===== src/logic/spg_pkg.sv =====
// Package for the sleep and peripheral clock gating block.
// Assumes an APB slave with 32-bit data, one word per register.
package spg_pkg;
    localparam logic [11:0] SPG_SLEEP_CTRL_ADDR = 12'h000;
    localparam logic [11:0] SPG_CLK_GATE_ADDR = 12'h004;
    localparam logic [11:0] SPG_STATUS_ADDR = 12'h008;
    localparam logic [7:0] SPG_SLEEP_CTRL_RST = 8'h00;
    localparam logic [7:0] SPG_CLK_GATE_RST = 8'h00;
    localparam logic [7:0] SPG_SLEEP_CTRL_MASK = 8'h0F;
    localparam logic [7:0] SPG_CLK_GATE_MASK = 8'hEF;
    localparam int SPG_ENABLE_POS = 0;
    localparam int SPG_MODE_LSB = 1;
    localparam int SPG_GATE_CONV = 0;
    localparam int SPG_GATE_SERIAL_PORT = 1;
    localparam int SPG_GATE_SERIAL_PERIPH = 2;
    localparam int SPG_GATE_TIMER_ONE = 3;
    localparam int SPG_GATE_TIMER_ZERO = 5;
    localparam int SPG_GATE_TIMER_TWO = 6;
    localparam int SPG_GATE_TWO_WIRE = 7;
    localparam int SPG_CLK_HZ = 20000000;
    localparam int SPG_WAKE_HALT_CYCLES = 4;
    localparam logic [2:0] SPG_WAKE_HALT_CNT = 3'(SPG_WAKE_HALT_CYCLES);

    typedef enum logic [2:0] {
        SPG_MODE_IDLE = 3'h0,
        SPG_MODE_NOISE_RED = 3'h1,
        SPG_MODE_POWER_DOWN = 3'h2,
        SPG_MODE_POWER_SAVE = 3'h3,
        SPG_MODE_STANDBY = 3'h6
    } spg_mode_t;

    typedef enum {
        SPG_ST_RUN,
        SPG_ST_SLEEP,
        SPG_ST_WAKE
    } spg_state_t;
endpackage : spg_pkg


===== src/logic/spg_top.sv =====
// Sleep control and per-peripheral clock gating with an APB slave.
// Assumes the core pulses sleep_instr_i and waits for wake-up to finish.
//
// Notes on behaviour
// Mode field bits 3..1: 000 idle,001 noise,010 down,011 save,110 stby
// Sleep instruction enters sleep only when enable bit 0 is one
// Software sets enable just before sleep, clears it after waking
// Sleep control bits 7..4 read as zero
// Gate bit 7 stops the two-wire unit clock
// Gate bit 6 stops timer two only when it runs synchronously
// Gate bit 5 stops timer zero; clearing resumes its frozen state
// Gate bit 4 is reserved and reads as zero
// Gate bit 3 stops timer one; clearing resumes its frozen state
// Gate bit 2 stops the SPI clock
// Gate bit 1 stops the USART clock
// Gate bit 0 shuts the ADC; comparator loses ADC input mux
// Software disables the ADC before setting its gate bit
// Software re-initialises two-wire, SPI or USART after ungating
// Software leaves SPI gate clear while single-wire debug is used
// Enabled ADC stays enabled in sleep; re-enable asks extended conversion
// Comparator off in deep sleep unless it uses internal reference
// Reference on when brown-out, comparator or ADC needs it
// Brown-out and watchdog stay enabled in every sleep mode
// Input buffers off when I/O and ADC clocks both stop, except wake
// Debug enabled keeps main clock source running in every sleep
// Gated peripheral frozen, its registers inaccessible
// Core halted four cycles beyond start-up after wake interrupt
// Both registers reset to zero
//
// Added by the designer: the APB interface to the registers and the placing of the registers.
`timescale 1ns/1ps
`default_nettype none
module spg_top (
    input wire logic core_clk_i,
    input wire logic rst_n_i,
    input wire logic psel_i,
    input wire logic penable_i,
    input wire logic pwrite_i,
    input wire logic [11:0] paddr_i,
    input wire logic [31:0] pwdata_i,
    input wire logic [3:0] pstrb_i,
    output logic [31:0] prdata_o,
    output logic pready_o,
    output logic pslverr_o,
    input wire logic sleep_instr_i,
    input wire logic wake_irq_i,
    input wire logic startup_done_i,
    input wire logic timer_two_async_select_i,
    input wire logic adc_enable_i,
    input wire logic comp_enable_i,
    input wire logic comp_use_ref_i,
    input wire logic debug_enable_setting_i,
    input wire logic brownout_level_enabled_i,
    input wire logic watchdog_enable_i,
    output logic [7:0] clk_gate_o,
    output logic periph_access_block_o,
    output logic comp_mux_block_o,
    output logic core_halt_o,
    output logic sleeping_o,
    output logic irq_vector_go_o,
    output logic [2:0] clk_group_run_o,
    output logic main_osc_run_o,
    output logic adc_run_o,
    output logic adc_extended_conv_o,
    output logic comp_run_o,
    output logic ref_on_o,
    output logic brownout_run_o,
    output logic watchdog_run_o,
    output logic input_buf_en_o,
    output logic wake_buf_only_o
);
    import spg_pkg::*;

    // Decoded mode (reserved codes behave as idle)
    function automatic logic [3:0] spg_decode(input logic [2:0] m);
        // {io_clk_stopped, adc_clk_stopped, osc_stopped, reserved}
        case (m)
            SPG_MODE_IDLE: spg_decode = 4'h0;
            SPG_MODE_NOISE_RED: spg_decode = 4'h8;
            SPG_MODE_POWER_DOWN: spg_decode = 4'hE;
            SPG_MODE_POWER_SAVE: spg_decode = 4'hC;
            SPG_MODE_STANDBY: spg_decode = 4'hC;
            default: spg_decode = 4'h1;
        endcase
    endfunction : spg_decode

    logic [7:0] sleep_ctrl_q, sleep_ctrl_d;
    logic [7:0] clk_gate_q, clk_gate_d;
    logic [2:0] act_mode_q, act_mode_d;
    spg_state_t state_q, state_d;
    logic [2:0] halt_cnt_q, halt_cnt_d;
    logic adc_en_prev_q, adc_en_prev_d;
    logic ext_conv_q, ext_conv_d;
    logic [31:0] prdata_q, prdata_d;
    logic wr_acc, rd_acc, addr_ok;
    logic [3:0] mode_info;
    logic asleep;

    assign wr_acc = psel_i && penable_i && pwrite_i;
    assign rd_acc = psel_i && !penable_i && !pwrite_i;
    assign addr_ok = (paddr_i == SPG_SLEEP_CTRL_ADDR)
        || (paddr_i == SPG_CLK_GATE_ADDR) || (paddr_i == SPG_STATUS_ADDR);

    // Registers and read data
    always_comb begin
        sleep_ctrl_d = sleep_ctrl_q;
        clk_gate_d = clk_gate_q;
        prdata_d = prdata_q;
        if (wr_acc && pstrb_i[0]) begin
            if (paddr_i == SPG_SLEEP_CTRL_ADDR) begin
                sleep_ctrl_d = pwdata_i[7:0] & SPG_SLEEP_CTRL_MASK;
            end
            if (paddr_i == SPG_CLK_GATE_ADDR) begin
                clk_gate_d = pwdata_i[7:0] & SPG_CLK_GATE_MASK;
            end
        end
        if (rd_acc) begin
            case (paddr_i)
                SPG_SLEEP_CTRL_ADDR: prdata_d = {24'h000000, sleep_ctrl_q};
                SPG_CLK_GATE_ADDR: prdata_d = {24'h000000, clk_gate_q};
                SPG_STATUS_ADDR: prdata_d = {26'h0000000, ext_conv_q,
                    state_q == SPG_ST_SLEEP, act_mode_q, 1'b0};
                default: prdata_d = 32'h00000000;
            endcase
        end
    end

    always_ff @(posedge core_clk_i or negedge rst_n_i) begin
        if (!rst_n_i) begin
            sleep_ctrl_q <= SPG_SLEEP_CTRL_RST;
            clk_gate_q <= SPG_CLK_GATE_RST;
            prdata_q <= 32'h00000000;
        end else begin
            sleep_ctrl_q <= sleep_ctrl_d;
            clk_gate_q <= clk_gate_d;
            prdata_q <= prdata_d;
        end
    end

    // Zero-wait slave; unmapped addresses answer with an error
    assign pready_o = 1'b1;
    assign pslverr_o = psel_i && penable_i && !addr_ok;
    assign prdata_o = prdata_q;

    // Sleep sequencer
    always_comb begin
        state_d = state_q;
        act_mode_d = act_mode_q;
        halt_cnt_d = halt_cnt_q;
        case (state_q)
            SPG_ST_RUN: begin
                if (sleep_instr_i && sleep_ctrl_q[SPG_ENABLE_POS]) begin
                    state_d = SPG_ST_SLEEP;
                    act_mode_d = sleep_ctrl_q[SPG_MODE_LSB +: 3];
                end
            end
            SPG_ST_SLEEP: begin
                if (wake_irq_i) begin
                    state_d = SPG_ST_WAKE;
                    halt_cnt_d = SPG_WAKE_HALT_CNT;
                end
            end
            SPG_ST_WAKE: begin
                // Counting starts only once the oscillator is stable
                if (startup_done_i) begin
                    if (halt_cnt_q == 3'h1) begin
                        state_d = SPG_ST_RUN;
                        halt_cnt_d = 3'h0;
                    end else begin
                        halt_cnt_d = halt_cnt_q - 3'h1;
                    end
                end
            end
            default: state_d = SPG_ST_RUN;
        endcase
    end

    always_ff @(posedge core_clk_i or negedge rst_n_i) begin
        if (!rst_n_i) begin
            state_q <= SPG_ST_RUN;
            act_mode_q <= 3'h0;
            halt_cnt_q <= 3'h0;
        end else begin
            state_q <= state_d;
            act_mode_q <= act_mode_d;
            halt_cnt_q <= halt_cnt_d;
        end
    end

    assign asleep = (state_q == SPG_ST_SLEEP);
    assign mode_info = asleep ? spg_decode(act_mode_q) : 4'h0;
    assign sleeping_o = asleep;
    assign core_halt_o = (state_q != SPG_ST_RUN) || sleep_instr_i
        && sleep_ctrl_q[SPG_ENABLE_POS];
    assign irq_vector_go_o = (state_q == SPG_ST_WAKE) && startup_done_i
        && (halt_cnt_q == 3'h1);
    // {io, adc, osc} clock groups running
    assign clk_group_run_o = ~mode_info[3:1];

    // ADC off/on edge tracking for the extended conversion request
    always_comb begin
        adc_en_prev_d = adc_enable_i;
        ext_conv_d = ext_conv_q;
        if (adc_enable_i && !adc_en_prev_q) begin
            ext_conv_d = 1'b1;
        end else if (!adc_enable_i) begin
            ext_conv_d = 1'b0;
        end
    end

    always_ff @(posedge core_clk_i or negedge rst_n_i) begin
        if (!rst_n_i) begin
            adc_en_prev_q <= 1'b0;
            ext_conv_q <= 1'b0;
        end else begin
            adc_en_prev_q <= adc_en_prev_d;
            ext_conv_q <= ext_conv_d;
        end
    end
    assign adc_extended_conv_o = ext_conv_q;

    // Per-peripheral gates; timer two gate ignored in async mode
    genvar gi;
    generate
        for (gi = 0; gi < 8; gi++) begin : g_gate
            if (gi == SPG_GATE_TIMER_TWO) begin : g_t2
                assign clk_gate_o[gi] = clk_gate_q[gi]
                    && !timer_two_async_select_i;
            end else begin : g_std
                // Bits 7,5,3,2,1,0; bit 4 is held zero
                assign clk_gate_o[gi] = clk_gate_q[gi];
            end
        end
    endgenerate
    // gating only stops clocks, so state is kept
    // access to a gated unit is blocked
    assign periph_access_block_o = |clk_gate_o;
    assign comp_mux_block_o = clk_gate_q[SPG_GATE_CONV];

    assign adc_run_o = adc_enable_i && !clk_gate_q[SPG_GATE_CONV];
    assign comp_run_o = comp_enable_i && (!mode_info[2]
        || comp_use_ref_i);
    assign ref_on_o = brownout_level_enabled_i || adc_run_o
        || (comp_run_o && comp_use_ref_i);
    assign brownout_run_o = brownout_level_enabled_i;
    assign watchdog_run_o = watchdog_enable_i;
    assign main_osc_run_o = !mode_info[1] || debug_enable_setting_i;
    assign input_buf_en_o = !(mode_info[3] && mode_info[2]);
    assign wake_buf_only_o = mode_info[3] && mode_info[2];

    chk_sleep_gated: assert property (@(posedge core_clk_i)
        disable iff (!rst_n_i)
        (state_q == SPG_ST_RUN && sleep_instr_i
        && !sleep_ctrl_q[SPG_ENABLE_POS]) |=> state_q == SPG_ST_RUN)
        else $error("sleep entered with enable clear");
    chk_mode_latched: assert property (@(posedge core_clk_i)
        disable iff (!rst_n_i)
        (state_q == SPG_ST_RUN && sleep_instr_i
        && sleep_ctrl_q[SPG_ENABLE_POS]) |=> (sleeping_o
        && act_mode_q == $past(sleep_ctrl_q[3:1])))
        else $error("sleep mode not taken from selector");
    chk_wake_halt: assert property (@(posedge core_clk_i)
        disable iff (!rst_n_i)
        (state_q == SPG_ST_WAKE && startup_done_i && halt_cnt_q == 3'h4)
        ##1 (core_halt_o && startup_done_i)[*3]
        |-> irq_vector_go_o ##1 state_q == SPG_ST_RUN)
        else $error("wake halt not four cycles");
    chk_ctrl_upper: assert property (@(posedge core_clk_i)
        disable iff (!rst_n_i)
        sleep_ctrl_q[7:4] == 4'h0)
        else $error("sleep control upper bits set");
    chk_gate_resv: assert property (@(posedge core_clk_i)
        disable iff (!rst_n_i)
        !clk_gate_q[4] && !clk_gate_o[4])
        else $error("reserved gate bit set");
    chk_t2_async: assert property (@(posedge core_clk_i)
        disable iff (!rst_n_i)
        timer_two_async_select_i |-> !clk_gate_o[SPG_GATE_TIMER_TWO])
        else $error("timer two gated in async mode");
    chk_comp_deep: assert property (@(posedge core_clk_i)
        disable iff (!rst_n_i)
        (sleeping_o && act_mode_q == 3'h2 && !comp_use_ref_i)
        |-> !comp_run_o)
        else $error("comparator running in power-down");
    chk_gate_write: assert property (@(posedge core_clk_i)
        disable iff (!rst_n_i)
        (wr_acc && pstrb_i[0] && paddr_i == SPG_CLK_GATE_ADDR)
        |=> clk_gate_o[SPG_GATE_TWO_WIRE] == $past(pwdata_i[7]))
        else $error("two-wire gate not following write");
    chk_osc_debug: assert property (@(posedge core_clk_i)
        disable iff (!rst_n_i)
        debug_enable_setting_i |-> main_osc_run_o)
        else $error("main clock stopped with debug enabled");
endmodule : spg_top
`default_nettype wire


===== config.mk =====
export PLATFORM = sky130hd
export DESIGN_NAME = spg_top
export DESIGN_NICKNAME = d
export VERILOG_FILES = /design/src/logic/spg_pkg.sv /design/src/logic/spg_top.sv
export SDC_FILE = /design/constraint.sdc
export NUM_CORES = 1
export LEC_CHECK = 0
export BUFFER_PORTS_ARGS = -buffer_cell sky130_fd_sc_hd__buf_2
export CORE_UTILIZATION = 45
export DETAILED_ROUTE_END_ITERATION = 8
export GPL_TIMING_DRIVEN = 0
export PLACE_DENSITY = 0.86
export RECOVER_POWER = 100
export SLEW_MARGIN = 20
export SYNTH_ARGS = -nofsm -noshare
export SYNTH_HDL_FRONTEND = slang
export SYNTH_SLANG_ARGS = --single-unit

===== constraint.sdc =====
create_clock -name core_clk_i -period 3.72 [get_ports core_clk_i]
set_input_delay 0.744 -clock core_clk_i [delete_from_list [all_inputs] [get_ports core_clk_i]]
set_output_delay 0.744 -clock core_clk_i [all_outputs]
set_load 0.05 [all_outputs]

==> run metrics <==
routed wire length per instance 11.25 um; n_diodes 0; Layout fillers 369; Hold Path Depth 1; CTS hold repair buffers 0; TNS Setup 0 ps; Multi-input gate area 780.7 um^2; Worst IR Drop VDD 0.2290 mV; RePlAce Congestion 0.7519; Port Buffers 64; Final setup viols 0; Slew headroom -0.3370%; fin crit share 89.76%; DPL Wire Length 2817 um; Sequential Power Share 37.7%; antenna viol nets, final 0; post-synthesis sequential area ratio 41.11%; std cell rows 22; Bufs on Longest Clock Path 2; Setup CP Type primary input to output port; CTS resizes 0; violated checks max-capacitance violations, max-slew violations; combinational share of power 33.3%; fin. max-slew vios 29; hold endpoint adc_extended_conv_o; WL final 3543 um; CP Launch Type primary input; Mapped Avg Cell Area 10.32 um^2; Synth Warn # 0; DR pass1 iterations 4; R2R Path End act_mode_q[2]; Die Area 4178 um^2; RSZ-0062 raised after global routing false; DRC 0; Pint 0.0006190 W; DIE HEIGHT 64.64 um; setup bufs post-CTS 0; Mapped Cells 171; share of post-route cells with drive strength above 1 33.71%; PwrDens 430.0 nW/um^2; H-tree depth 2; Top Ports 122; Clk network pwr share 29.0%; Root Driver clkbuf_8; largest net degree at the start of global routing 30; Vias 1422; vias in the first global route 1323; CTS buffer count 5; GRT Total Usage 18.40%; die span in x 64.64 um; final number of hold-violating endpoints 0; Layout area overhead 27.57%; Sequential Area 725.7 um^2; maxcap violations 1; CP Capture Type output port; first-pass GRT wire length 5858 um; Slew @ Worst Pin 1505 ps; clk slew on worst S/H paths 60 ps; Required @ worst endpoint 2980 ps; Layout Utilization 60.61%; initial antenna violation count 0; post-synthesis register bit count 29; Final Critical Period 3339 ps; FF-to-FF Start state_q[1]; Worst-Skew Late Latency 280 ps; CP max FO 9; net switching power 0.0003495 W; Mapped Area 1765 um^2; Switching Share 36.09%; Netlist cell types 40; core area 3716 um^2; hold_sp adc_en_prev_q; Hold Crit Class flip-flop to flip-flop; Fin Clk Skew 4.020 ps; initial core utilization 47.51%; Fmax 299.5 MHz; Worst R2R Path Depth 3; Layout Nets 331; first-iteration detailed-routing DRC count 38; Leak 1.175 nW; internal reg-to-reg setup slack 2090 ps; Vias/cell 4.514; CTS tree yes; Critical Path AT 2590 ps; status complete, but fails checks; gr ovfl total 0; Clock Sinks 29
[cell families after synthesis]
| logic type | Yosys count | synth area share, % |
|---|---|---|
| muxes | 21 | 13.04 |
| other | 2 | 0.4254 |
| buffers and inverters | 47 | 17.72 |
| and+or+nand+nor | 48 | 16.44 |
| adders and majority gates | 2 | 1.417 |
| DFF | 29 | 41.11 |
| AOI/OAI and AO/OA | 22 | 9.852 |
[layer usage]
layer	wire, um	GRT usage (%)	share of wire [%]	vias to the layer above
li1	-	-	-	725
met2	1821	32.76	51	45
met4	55	6.667	1.6	0
met5	0	0	0	-
met1	1457	20.63	41	643
met3	209	5.458	5.9	9
[worst max-delay path, cell delays in order]
cell and delay [ps]:
buf_2 90, or4_1 560, or4_1 490, clkbuf_1 220, o211a_1 270, clkbuf_2 230
[through the flow]
stage / cell area [um^2] / hold WS [ps] / cells / worst slack (ps) / total power (W)
floorplan: 1856 / 395.7 / 195 / 650.9 / 0.0006307
global placement: 2236 / 400.4 / 307 / 512.1 / 0.0006897
detailed placement: 2236 / 405.9 / 307 / 496.0 / 0.0007001
CTS: 2337 / 415.8 / 315 / 495.8 / 0.0009819
global route: 2252 / 421.5 / 315 / 276.4 / 0.001026
finish: 2252 / 418.6 / 315 / 381.0 / 0.0009685
[cells in the mapped netlist (all sizes together)]
cell / number / area [um^2]
a211o: 2 / 17.52
a21o: 1 / 7.510
a21oi: 3 / 15.01
a22oi: 1 / 7.510
a2bb2oi: 3 / 26.28
and2: 1 / 6.260
and3b: 2 / 17.52
buf: 36 / 271.5
clkbuf: 4 / 15.01
conb: 2 / 7.510
dfrtp: 29 / 725.7
ha: 2 / 25.02
inv: 7 / 26.28
mux2: 16 / 180.2
mux2i: 5 / 50.05
nand2: 16 / 60.06
nand2b: 1 / 6.260
nand3: 2 / 10.01
nand4: 1 / 6.260
nor2: 5 / 18.77
nor2b: 5 / 31.28
nor3: 2 / 10.01
nor3b: 1 / 7.510
nor4: 3 / 40.04
o211a: 1 / 10.01
o21a: 1 / 7.510
o21ai: 1 / 5.000
o2bb2ai: 1 / 8.760
o31ai: 7 / 52.55
o41ai: 1 / 16.27
or2: 1 / 6.260
or3: 1 / 6.260
or3b: 1 / 8.760
or4: 5 / 45.04
or4b: 1 / 10.01
[power groups by stage]
stage	Clock [W]	Combinational [W]	Sequential (W)
6_report	0.000281	0.000322	0.000365
5_1_grt	0.000305	0.000351	0.000370
4_1_cts	0.000286	0.000331	0.000365
3_5_place_dp	0	0.000329	0.000371
3_3_place_gp	0	0.000320	0.000369
2_1_floorplan	0	0.000263	0.000368
[worst max path at each step]
stage / start / cells after the start / slack [ps] / endpoint
5_1_grt: paddr_i[9] / 6 / 280 / pslverr_o
4_1_cts: paddr_i[9] / 6 / 500 / pslverr_o
3_3_place_gp: paddr_i[9] / 6 / 510 / pslverr_o
6_report: paddr_i[9] / 6 / 380 / pslverr_o
2_1_floorplan: paddr_i[9] / 4 / 650 / pslverr_o
3_5_place_dp: paddr_i[9] / 6 / 500 / pslverr_o
[cell type report]
cell class | count | area share [%]
plain buffers | 40 | 12.39
clock buffers | 7 | 4.278
clock inverters | 1 | 0.2222
inverters | 7 | 1.167
multi-input cells | 119 | 34.67
flip-flops and latches | 29 | 32.22
well taps | 48 | 2.667
repair buffers | 64 | 12.39
[layout by cell type (no fill, tap or decap), types with 2 or more instances in the layout]
cell | Yosys | routed
clkbuf_8 | 0 | 7
inv_1 | 7 | 7
ha_1 | 2 | 2
nand2_1 | 16 | 16
and3b_1 | 2 | 2
nor4_1 | 1 | 3
mux2_2 | 16 | 14
mux2_1 | 0 | 2
mux2i_1 | 5 | 5
nor3_1 | 2 | 2
or4_1 | 3 | 5
buf_4 | 34 | 34
dfrtp_1 | 29 | 29
a21oi_1 | 3 | 3
conb_1 | 2 | 26
nor2b_1 | 5 | 5
nor2_1 | 5 | 5
nand3_1 | 2 | 2
a2bb2oi_1 | 3 | 3
buf_2 | 1 | 31
a211o_1 | 2 | 2
clkbuf_1 | 4 | 38
o31ai_1 | 7 | 7
[registers in the layout (all words and copies together) (netlist names)]
signal and cells:
adc_en_prev_q 1, act_mode_q 3, sleep_ctrl_q 4, adc_extended_conv_o 1, halt_cnt_q 3, state_q 2
clk_gate_q 7, prdata_o 8
Note: power is estimated with default switching activity, not from simulation.
